$ cat config.mk
export PLATFORM = sky130hd
export DESIGN_NAME = prc_reset_ctrl
export DESIGN_NICKNAME = d
export VERILOG_FILES = /design/src/prc_reset_ctrl.v
export VERILOG_INCLUDE_DIRS = /design/src
export SDC_FILE = /design/constraint.sdc
export NUM_CORES = 1
export LEC_CHECK = 0
export BUFFER_PORTS_ARGS = -buffer_cell sky130_fd_sc_hd__buf_2
export CORE_MARGIN = 2
export CORE_UTILIZATION = 55
export DETAILED_ROUTE_END_ITERATION = 8
export HOLD_SLACK_MARGIN = 0.1
export PLACE_DENSITY = 0.81
export SYNTH_ARGS = -nofsm -noshare
export SYNTH_HDL_FRONTEND = slang
export SYNTH_SLANG_ARGS = --single-unit
$ cat constraint.sdc
create_clock -name mclk_i -period 2.6 [get_ports mclk_i]
set_clock_uncertainty 0.1 [all_clocks]
set_input_delay 0.26 -clock mclk_i [delete_from_list [all_inputs] [get_ports mclk_i]]
set_output_delay 0.26 -clock mclk_i [all_outputs]
set_load 0.03 [all_outputs]
$ cat src/prc_defs.vh
// Constants for the reset controller: register offsets, fields, reset values, timing.
// Assumes a 250 MHz clock and a single AHB-Lite master.
// Function
// Internal power-on reset brings the device up without any external reset.
// Host holds the active-low reset input low at least 1 us.
// Hardware reset restores all register defaults and re-latches the straps.
// Writing one to control bit 15 starts a full software reset.
// Full software reset completes about 1 us after the write.
// Full software reset restores defaults but keeps the latched straps.
// Host waits 3 us after a software reset before further management access.
// Writing one to control-two bit 9 restarts transmit and receive datapaths.
// Datapath reset keeps all registers and leaves them accessible.
// Timesync reset bit clears the time clock, its logic and its registers.
// Timesync reset leaves clock-output config and clock-source registers untouched.
// Basic mode control register sits at offset 0x00, read-write.
// Control register two sits at offset 0x1c on page 0.
// Reset bits self-clear when done; no access during hardware or full reset.
`ifndef PRC_DEFS_VH
`define PRC_DEFS_VH

// Register indices (byte address = index * 4)
`define PRC_IDX_BMC      5'h00
`define PRC_IDX_PAGESEL  5'h13
`define PRC_IDX_CTL2     5'h1c
`define PRC_IDX_TSCTL    5'h14
`define PRC_IDX_COC      5'h15
`define PRC_IDX_CLKSRC   5'h16
`define PRC_IDX_STATUS   5'h17
`define PRC_IDX_STRAP    5'h18
`define PRC_PAGE_MAIN    3'h0
`define PRC_PAGE_TS      3'h4

// Fields
`define PRC_BMC_RST_BIT  15
`define PRC_CTL2_DP_BIT  9
`define PRC_TS_RST_BIT   0

// Reset values
`define PRC_BMC_DEF      16'h3100
`define PRC_CTL2_DEF     16'h0000
`define PRC_TSCTL_DEF    16'h0000
`define PRC_COC_DEF      16'h0000
`define PRC_CLKSRC_DEF   16'h0000

// Timing
`define PRC_CLK_MHZ      250
`define PRC_POR_NS       1000
`define PRC_HWRST_NS     1000
`define PRC_SWRST_NS     1000
`define PRC_DPRST_NS     100
`define PRC_TSRST_NS     100

`endif

$ cat src/prc_reset_ctrl.v
// Reset controller for a single-port transceiver with a time-sync clock.
// AHB-Lite slave for management registers; straps and reset pin sync to mclk_i.
`timescale 1ns/1ps
`default_nettype none
`include "prc_defs.vh"

module prc_reset_ctrl #(
   parameter STRAP_W = 8
) (
   // Clock and reset
   input  wire               mclk_i,
   input  wire               srst_i,
   // Device pins
   input  wire               hw_rst_n_i,
   input  wire [STRAP_W-1:0] strap_i,
   // AHB-Lite slave
   input  wire               hsel_i,
   input  wire [31:0]        haddr_i,
   input  wire [1:0]         htrans_i,
   input  wire               hwrite_i,
   input  wire [2:0]         hsize_i,
   input  wire [31:0]        hwdata_i,
   input  wire               hready_i,
   output wire [31:0]        hrdata_o,
   output wire               hreadyout_o,
   output wire               hresp_o,
   // Reset outputs and latched straps to the rest of the chip
   output reg                chip_rst_o,
   output reg                datapath_rst_o,
   output reg                timesync_rst_o,
   output reg  [STRAP_W-1:0] strap_cfg_o,
   // Configuration to the datapath and clock output
   output reg  [15:0]        basic_mode_control_reg_o,
   output reg  [15:0]        clock_output_config_reg_o,
   output reg  [15:0]        clock_source_select_reg_o
);

   // ****************************************************************
   // Timing counts
   // ****************************************************************
   localparam integer POR_CYC  = (`PRC_POR_NS * `PRC_CLK_MHZ + 999) / 1000;
   localparam integer HWR_CYC  = (`PRC_HWRST_NS * `PRC_CLK_MHZ + 999) / 1000;
   localparam integer SWR_CYC  = (`PRC_SWRST_NS * `PRC_CLK_MHZ + 999) / 1000;
   localparam integer DPR_CYC  = (`PRC_DPRST_NS * `PRC_CLK_MHZ + 999) / 1000;
   localparam integer TSR_CYC  = (`PRC_TSRST_NS * `PRC_CLK_MHZ + 999) / 1000;

   localparam [1:0] ST_POR  = 2'h0;
   localparam [1:0] ST_RUN  = 2'h1;
   localparam [1:0] ST_HRST = 2'h2;
   localparam [1:0] ST_SRST = 2'h3;

   // ****************************************************************
   // Reset pin filter and chip reset sequencing
   // ****************************************************************
   reg  [1:0]  state_r;
   reg  [9:0]  cnt_r;
   reg  [9:0]  low_cnt_r;
   reg         hw_req_r;
   reg         sw_req_r;
   reg  [7:0]  dp_cnt_r;
   reg  [7:0]  ts_cnt_r;
   reg         strap_pend_r;

   // Pin must stay low for the full minimum width before it counts
   always @(posedge mclk_i) begin
      if (srst_i) begin
         low_cnt_r <= 10'h000;
         hw_req_r  <= 1'b0;
      end else begin
         hw_req_r <= 1'b0;
         if (hw_rst_n_i)
            low_cnt_r <= 10'h000;
         else if (low_cnt_r != HWR_CYC[9:0]) begin
            low_cnt_r <= low_cnt_r + 10'h001;
            if (low_cnt_r == HWR_CYC[9:0] - 10'h001)
               hw_req_r <= 1'b1;
         end
      end
   end

   always @(posedge mclk_i) begin
      if (srst_i) begin
         state_r      <= ST_POR;
         cnt_r        <= 10'h000;
         strap_pend_r <= 1'b1;
      end else begin
         strap_pend_r <= 1'b0;
         case (state_r)
            ST_POR, ST_HRST: begin
               if (!hw_rst_n_i)
                  cnt_r <= 10'h000;
               else if (cnt_r == POR_CYC[9:0] - 10'h001) begin
                  state_r      <= ST_RUN;
                  strap_pend_r <= 1'b1;
               end else
                  cnt_r <= cnt_r + 10'h001;
            end
            ST_RUN: begin
               cnt_r <= 10'h000;
               if (hw_req_r)
                  state_r <= ST_HRST;
               else if (sw_req_r)
                  state_r <= ST_SRST;
            end
            ST_SRST: begin
               if (hw_req_r) begin
                  state_r <= ST_HRST;
                  cnt_r   <= 10'h000;
               end else if (cnt_r == SWR_CYC[9:0] - 10'h001)
                  state_r <= ST_RUN;
               else
                  cnt_r <= cnt_r + 10'h001;
            end
            default: state_r <= ST_POR;
         endcase
      end
   end

   // Straps captured on release from power-on or hardware reset only
   always @(posedge mclk_i) begin
      if (srst_i)
         strap_cfg_o <= {STRAP_W{1'b0}};
      else if (strap_pend_r && state_r == ST_RUN)
         strap_cfg_o <= strap_i;
   end

   wire in_reset = (state_r != ST_RUN);

   always @(posedge mclk_i) begin
      if (srst_i)
         chip_rst_o <= 1'b1;
      else
         chip_rst_o <= in_reset;
   end

   // ****************************************************************
   // AHB-Lite slave
   // ****************************************************************
   reg         dph_r;
   reg         dwr_r;
   reg  [4:0]  didx_r;
   reg  [31:0] rdata_r;
   reg  [2:0]  page_r;
   reg  [15:0] ctl2_r;
   reg  [15:0] tsctl_r;
   reg         rd_wait_r;

   // Stall while a chip-level reset runs so no access is lost or half done
   // A read right behind a landing write waits one cycle so it sees the new value
   assign hreadyout_o = !(dph_r && (in_reset || rd_wait_r));
   assign hresp_o     = 1'b0;
   assign hrdata_o    = rdata_r;

   wire take = hsel_i && htrans_i[1] && hready_i;
   wire wr   = dph_r && dwr_r && !in_reset;

   function [15:0] rd_mux;
      input [4:0] idx;
      input [2:0] pg;
      begin
         rd_mux = 16'h0000;
         if (idx == `PRC_IDX_BMC)
            rd_mux = basic_mode_control_reg_o;
         else if (idx == `PRC_IDX_PAGESEL)
            rd_mux = {13'h0, pg};
         else if (idx == `PRC_IDX_CTL2 && pg == `PRC_PAGE_MAIN)
            rd_mux = ctl2_r;
         else if (pg == `PRC_PAGE_TS) begin
            case (idx)
               `PRC_IDX_TSCTL:  rd_mux = tsctl_r;
               `PRC_IDX_COC:    rd_mux = clock_output_config_reg_o;
               `PRC_IDX_CLKSRC: rd_mux = clock_source_select_reg_o;
               `PRC_IDX_STATUS: rd_mux = {13'h0, timesync_rst_o,
                                          datapath_rst_o, in_reset};
               `PRC_IDX_STRAP:  rd_mux = {{(16-STRAP_W){1'b0}}, strap_cfg_o};
               default:         rd_mux = 16'h0000;
            endcase
         end
      end
   endfunction

   always @(posedge mclk_i) begin
      if (srst_i) begin
         dph_r   <= 1'b0;
         dwr_r   <= 1'b0;
         didx_r  <= 5'h00;
         rdata_r <= 32'h0000_0000;
         rd_wait_r <= 1'b0;
      end else begin
         if (hreadyout_o) begin
            dph_r  <= take;
            dwr_r  <= hwrite_i;
            didx_r <= haddr_i[6:2];
            rd_wait_r <= take && !hwrite_i && wr;
            if (take && !hwrite_i)
               rdata_r <= {16'h0000, rd_mux(haddr_i[6:2], page_r)};
         end else begin
            // Refetch while stalled so the data reflect the state at release
            rd_wait_r <= 1'b0;
            if (!dwr_r)
               rdata_r <= {16'h0000, rd_mux(didx_r, page_r)};
         end
      end
   end

   // ****************************************************************
   // Registers and partial resets
   // ****************************************************************
   // Full reset clears everything but the latched straps, timesync reset only its own control
   always @(posedge mclk_i) begin
      if (srst_i || in_reset) begin
         basic_mode_control_reg_o  <= `PRC_BMC_DEF;
         ctl2_r                    <= `PRC_CTL2_DEF;
         tsctl_r                   <= `PRC_TSCTL_DEF;
         clock_output_config_reg_o <= `PRC_COC_DEF;
         clock_source_select_reg_o <= `PRC_CLKSRC_DEF;
         page_r                    <= `PRC_PAGE_MAIN;
         sw_req_r                  <= 1'b0;
         dp_cnt_r                  <= 8'h00;
         ts_cnt_r                  <= 8'h00;
         datapath_rst_o            <= 1'b0;
         timesync_rst_o            <= 1'b0;
      end else begin
         sw_req_r <= 1'b0;
         if (dp_cnt_r != 8'h00)
            dp_cnt_r <= dp_cnt_r - 8'h01;
         else if (datapath_rst_o) begin
            datapath_rst_o                 <= 1'b0;
            ctl2_r[`PRC_CTL2_DP_BIT]       <= 1'b0;
         end
         if (ts_cnt_r != 8'h00)
            ts_cnt_r <= ts_cnt_r - 8'h01;
         else if (timesync_rst_o) begin
            timesync_rst_o <= 1'b0;
            tsctl_r        <= `PRC_TSCTL_DEF;
         end
         if (wr) begin
            if (didx_r == `PRC_IDX_BMC) begin
               basic_mode_control_reg_o <= hwdata_i[15:0];
               if (hwdata_i[`PRC_BMC_RST_BIT])
                  sw_req_r <= 1'b1;
            end else if (didx_r == `PRC_IDX_PAGESEL)
               page_r <= hwdata_i[2:0];
            else if (didx_r == `PRC_IDX_CTL2 && page_r == `PRC_PAGE_MAIN) begin
               ctl2_r <= hwdata_i[15:0];
               if (hwdata_i[`PRC_CTL2_DP_BIT]) begin
                  datapath_rst_o <= 1'b1;
                  dp_cnt_r       <= DPR_CYC[7:0] - 8'h01;
               end
            end else if (page_r == `PRC_PAGE_TS) begin
               case (didx_r)
                  `PRC_IDX_TSCTL: begin
                     tsctl_r <= hwdata_i[15:0];
                     if (hwdata_i[`PRC_TS_RST_BIT]) begin
                        timesync_rst_o <= 1'b1;
                        ts_cnt_r       <= TSR_CYC[7:0] - 8'h01;
                     end
                  end
                  `PRC_IDX_COC:    clock_output_config_reg_o <= hwdata_i[15:0];
                  `PRC_IDX_CLKSRC: clock_source_select_reg_o <= hwdata_i[15:0];
                  default: ;
               endcase
            end
         end
      end
   end

endmodule // prc_reset_ctrl
`default_nettype wire

# == Word-level counts from Yosys, hierarchy flattened ==
# Index checks and enable logic that the tools add are counted.
# totals
register_bits,175
in_bits,83
# op_classes
addsub,4
eq_ne,25
bitwise_logic,5
n_reduce_logical,34
muxes,70
# op_table
operator,count
2-to-1 mux 16 bit,16
one-hot mux 16 bit (5 select lines),2
2-to-1 mux 8 bit,14
2-to-1 mux 32 bit,3
equality test 5 bit (second input constant),14
2-to-1 mux 10 bit,7
one-hot mux 10 bit (3 select lines),1
2-to-1 mux 1 bit,21
adder 10 x 1 -> 10 bit (second input constant),2
equality test 10 x 8 -> 1 bit (second input constant),2
nonzero test 8 bit,2
subtractor 8 x 1 -> 8 bit (second input constant),2
AND reduction 6 bit,2
logical AND 1 bit,10
zero test 5 bit,2
2-to-1 mux 2 bit,5
inequality test 10 x 8 -> 1 bit (second input constant),1
one-hot mux 2 bit (3 select lines),1
AND reduction 2 bit,3
OR reduction 2 bit,3
OR reduction 3 bit,2
inverter 1 bit,5
equality test 2 bit (second input constant),2
inequality test 2 bit (second input constant),2
other kinds (11),14

# == Depth between registers and ports, before layout ==
# logic_depth
word_depth,9
depth_mapped,8
mapped_depth_nobuf,6

# == Least setup slack after synthesis ==
# No wires, ideal clock.
# synth_path
path_kind,flip-flop to flip-flop
startpoint,register ts_cnt_r[2]
endpoint,register tsctl_r[10]
t_arrival_ns,1.751
required_ns,2.372
slack_ns,0.621
path_buffers,1
path_stages_with_launch,7
path_cell_list,dfxtp_1 > or4_4 > nor4b_4 > a21oi_2 > buf_6 > a22oi_2 > nor2_1
# synth_between
elab_chain_len,8
# synth_rtl
item,line_no,text
"start, declared",prc_reset_ctrl.v:61,reg [7:0] ts_cnt_r;
"start signal, assigned",prc_reset_ctrl.v:232,ts_cnt_r <= ts_cnt_r - 8'h01;
"start signal, assigned",prc_reset_ctrl.v:256,ts_cnt_r <= TSR_CYC[7:0] - 8'h01;
nonzero test 8 bit *,prc_reset_ctrl.v:231,if (ts_cnt_r != 8'h00)
2-to-1 mux 16 bit *,prc_reset_ctrl.v:231,
2-to-1 mux 16 bit,prc_reset_ctrl.v:251,case (didx_r)
2-to-1 mux 16 bit,prc_reset_ctrl.v:250,end else if (page_r == `PRC_PAGE_TS) begin
2-to-1 mux 16 bit,prc_reset_ctrl.v:244,else if (didx_r == `PRC_IDX_CTL2 && page_r == `PRC_PAGE_MAIN) begin
2-to-1 mux 16 bit,prc_reset_ctrl.v:242,end else if (didx_r == `PRC_IDX_PAGESEL)
2-to-1 mux 16 bit,prc_reset_ctrl.v:238,if (didx_r == `PRC_IDX_BMC) begin
2-to-1 mux 16 bit *,prc_reset_ctrl.v:237,if (wr) begin
"end signal, assigned",prc_reset_ctrl.v:214,tsctl_r <= `PRC_TSCTL_DEF;
"end signal, assigned",prc_reset_ctrl.v:235,tsctl_r <= `PRC_TSCTL_DEF;
"end signal, assigned",prc_reset_ctrl.v:253,tsctl_r <= hwdata_i[15:0];
"end, declared",prc_reset_ctrl.v:145,reg [15:0] tsctl_r;
# Every way passes the cells marked *; elsewhere a longest branch is shown, timed or not.
# A chain may end at the register's enable or synchronous reset.

# == Final worst setup path ==
# layout_path
startpoint,register state_r[0]
endpoint,output hreadyout_o
# layout_between
elab_chain_len,4
# layout_rtl
item,line_no,text
"start, declared",prc_reset_ctrl.v:55,reg [1:0] state_r;
"start signal, assigned",prc_reset_ctrl.v:83,state_r <= ST_POR;
"start signal, assigned",prc_reset_ctrl.v:93,state_r <= ST_RUN;
"start signal, assigned",prc_reset_ctrl.v:101,state_r <= ST_HRST;
inequality test 2 x 1 -> 1 bit,prc_reset_ctrl.v:127,wire in_reset = (state_r != ST_RUN);
logical OR 1 bit,prc_reset_ctrl.v:150,assign hreadyout_o = !(dph_r && (in_reset || rd_wait_r));
logical AND 1 bit,prc_reset_ctrl.v:150,
zero test 1 bit,prc_reset_ctrl.v:150,
"end, declared",prc_reset_ctrl.v:25,"output wire hreadyout_o,"
# Every way passes these cells.

==> results.ini <==
[status]
status=finished clean

[sta]
final-hold-violation-count=0
tightest_slew_ns=0.973
slew_viol_final=0
period_needed_ns=2.46
setup_slack_ns=0.140
rsz0062_at_grt=false
fin_crit_sh=0.946
slew_headroom=0.352
setup_tns_ns=0
setup_violations=0
max_freq_ghz=0.406

[clock_network]
postCtsSetupBuffers=0
clockBufferDepth=2
h-tree-depth=4
cts.sinks=159
cts_tree=built
path_clk_slew_ns=0.06
numCtsBuffers=17
clk_latency_ns=0.42
cts_root_buf=clkbuf_16

[yosys]
synth_most_common_cell=dfxtp_1
synth_cells=916
yosys_warnings=0
async_flop_share=0
synth_ff_type=dfxtp_1
synthTopCellsByCount=159 x dfxtp_1, 116 x nor2_1, 90 x nand2_1
synth_cell_type_count=68
synth_top_area_frac=0.396
ys_top_cells_by_area=dfxtp_1 40%, mux2i_1 8.1%, nor2_1 5.4%, nand2_1 4.2%, a21oi_1 3.5%
avgSynthCellArea_sq_um=8.78
synth-seq-cells=159
yosysSeqAreaShare=0.396
syn_area_sq_mm=0.00805
synth_edf_count=0
synth_top_cell_by_area=dfxtp_1

[setup_path]
cp.arrival_ns=2.10
cp_cell_sequence=nor3b_2, nor2_1, inv_1, buf_4, buf_2
endpoint_kind=output pin
crit_buf_inv=3
cp.required_ns=2.24
critPathKind=reg -> out
cpMaxStageDelayCell=dfxtp_1
cpPeakStageDelay_ns=0.49
startpoint_type=flip-flop
cp_top_family=buffers and inverters
critPathMaxFanout=10

[power]
p_sw_mw=1.22
ir_worst_vdd_uv=475
pwr-share-clk=0.445
p_seq_frac=0.473
switching_share=0.232
p_leak_nw=3.67
p_per_area_mw_per_mm2=552
p_int_mw=4.04
p_total_mw=5.26
combPwrFrac=0.082

[global_route]
antenna_found_initial=0
grt_pass1_vias=7064
track_usage=0.295
grt_pass1_wl_mm=36.9
grt_max_degree=48
grt-ovfl-total=0

[drt]
avgRoutedWirePerCell_microns=18.7
routed_wl_mm=23.1
routed_via_density=6.06
drt_iter0_drc=686
drt_first_pass_iters=7
route.detailed.drc=0
postRouteAntennaNets=0
dr_total_vias=7486

[place]
io_buffers=111
preCtsSetupSlack_ns=0.256
placed_area_sq_mm=0.00867
dp.cells=1178
dp_hpwl_mm=16.1
gp_congestion=0.998

[floorplan]
chipHeight_microns=125
die_w_microns=125
floorplan.initialDensity=0.558
dieArea_sq_mm=0.0156
placementRows=44
num_io_pins=176
core-area_sq_mm=0.0144

[final_layout]
area_growth_pct=18.4
drive_gt1_frac=0.191
fin_nets=1135
fin_cells=1236
n_antenna_cell=0
fill_cells=1212
fin_area_sq_mm=0.00952

[hold_path]
min_path_type=in -> reg

[run]
maxCapViolCount=0

cell type report:
cell class	instances	area, sq um	area share
repair buffers	171	1080	0.114
multi-input cells	669	4390	0.461
inverters	25	93.8	0.00986
well taps	184	230	0.0242
clock buffers	22	454	0.0477
clock inverters	6	88.8	0.00933
flip-flops and latches	159	3180	0.334
per-stage QoR:
| step | hold WS [ns] | utilization |
|---|---|---|
| 3_3_place_gp | 0.356 | 0.601 |
| 2_1_floorplan | 0.284 | - |
| 4_1_cts | 0.128 | 0.660 |
| 5_1_grt | 0.170 | 0.660 |
| 6_report | 0.133 | 0.660 |
| 3_5_place_dp | 0.365 | 0.601 |
path summary, 6_finish.rpt:
check | from | end | slack (ns) | depth (start not counted)
worst max-delay path | state_r[0]$_SDFFE_PP0P_ | hreadyout_o | 0.14 | 5
worst min-delay path | hw_rst_n_i | state_r[1]$_SDFFE_PP0P_ | 0.13 | 4
worst max register to register | didx_r[0]$_SDFFE_PP0N_ | basic_mode_control_reg_o[2]$_SDFFE_PP0P_ | 0.17 | 6
worst min register to register | ctl2_r[6]$_SDFFE_PP0P_ | ctl2_r[6]$_SDFFE_PP0P_ | 0.37 | 2
cells in the final DEF (no fill, tap or decap), types with 9 or more instances in the layout:
cell type	synthesis	routed
ha_1	9	9
a22o_1	13	13
buf_2	26	111
mux2i_1	65	65
clkbuf_16	0	17
conb_1	1	17
inv_1	24	24
o2bb2ai_1	22	22
xor2_1	15	15
dfxtp_1	159	159
xnor2_1	14	14
nand2_1	90	90
nand3_1	46	46
a22oi_1	12	12
a211oi_1	11	11
a21oi_1	56	56
buf_4	24	30
dlygate4sd3_1	0	30
o21ai_0	20	20
a22oi_2	10	10
nor2_1	116	116
a21o_1	12	12
per-layer routing:
| layer | routed length (microns) | track usage | up-vias | share of wire |
|---|---|---|---|---|
| met4 | 622 | 0.0908 | 0 | 0.027 |
| li1 | - | - | 3513 | - |
| met1 | 9820 | 0.402 | 3516 | 0.42 |
| met3 | 2380 | 0.0911 | 53 | 0.10 |
| met2 | 10300 | 0.454 | 404 | 0.45 |
| met5 | 0 | 0 | - | 0 |
worst reg2reg max path, cell delays in order (launching register included):
cell and delay [ns]:
dfxtp_1 0.37, buf_4 0.20, nor3_1 0.33, and2_1 0.45
nand2_1 0.54, nand2_1 0.22, a21oi_1 0.10
power by group through the flow:
stage               logic (mW)  clock network (mW)  registers [mW]
floorplan                0.249                   0            2.57
global placement         0.383                   0            2.54
detailed placement       0.387                   0            2.54
CTS                      0.423                2.37            2.49
global route             0.460                2.48            2.49
finish                   0.430                2.34            2.49
what timing repair did:
action | CTS | global route
hold buffers | 30 | 0
resized for setup | 0 | 1
setup endpoints to repair | 0 | 1
endpoints found under the hold margin | 67 | 0
state kept, by name, indices dropped and copies added, names as in the netlist, 2 cells and up:
| register | count |
|---|---|
| basic_mode_control_reg_o | 16 |
| clock_output_config_reg_o | 16 |
| clock_source_select_reg_o | 16 |
| ctl2_r | 16 |
| hrdata_o | 16 |
| tsctl_r | 16 |
| cnt_r | 10 |
| low_cnt_r | 10 |
| dp_cnt_r | 8 |
| strap_cfg_o | 8 |
| ts_cnt_r | 8 |
| didx_r | 5 |
| page_r | 3 |
| state_r | 2 |
cell families after synthesis:
| kind of cell | after synthesis | share of synthesized area |
|---|---|---|
| AO/OA/AOI/OAI | 211 | 0.192 |
| XOR/XNOR | 29 | 0.0316 |
| adder cells (fa/ha/maj) | 9 | 0.0140 |
| buffers and inverters | 104 | 0.0667 |
| flip-flops | 159 | 0.396 |
| multiplexers | 77 | 0.106 |
| other | 1 | 0.000466 |
| AND/OR/NAND/NOR | 326 | 0.193 |
No activity file was read; power rests on OpenSTA's default activity.
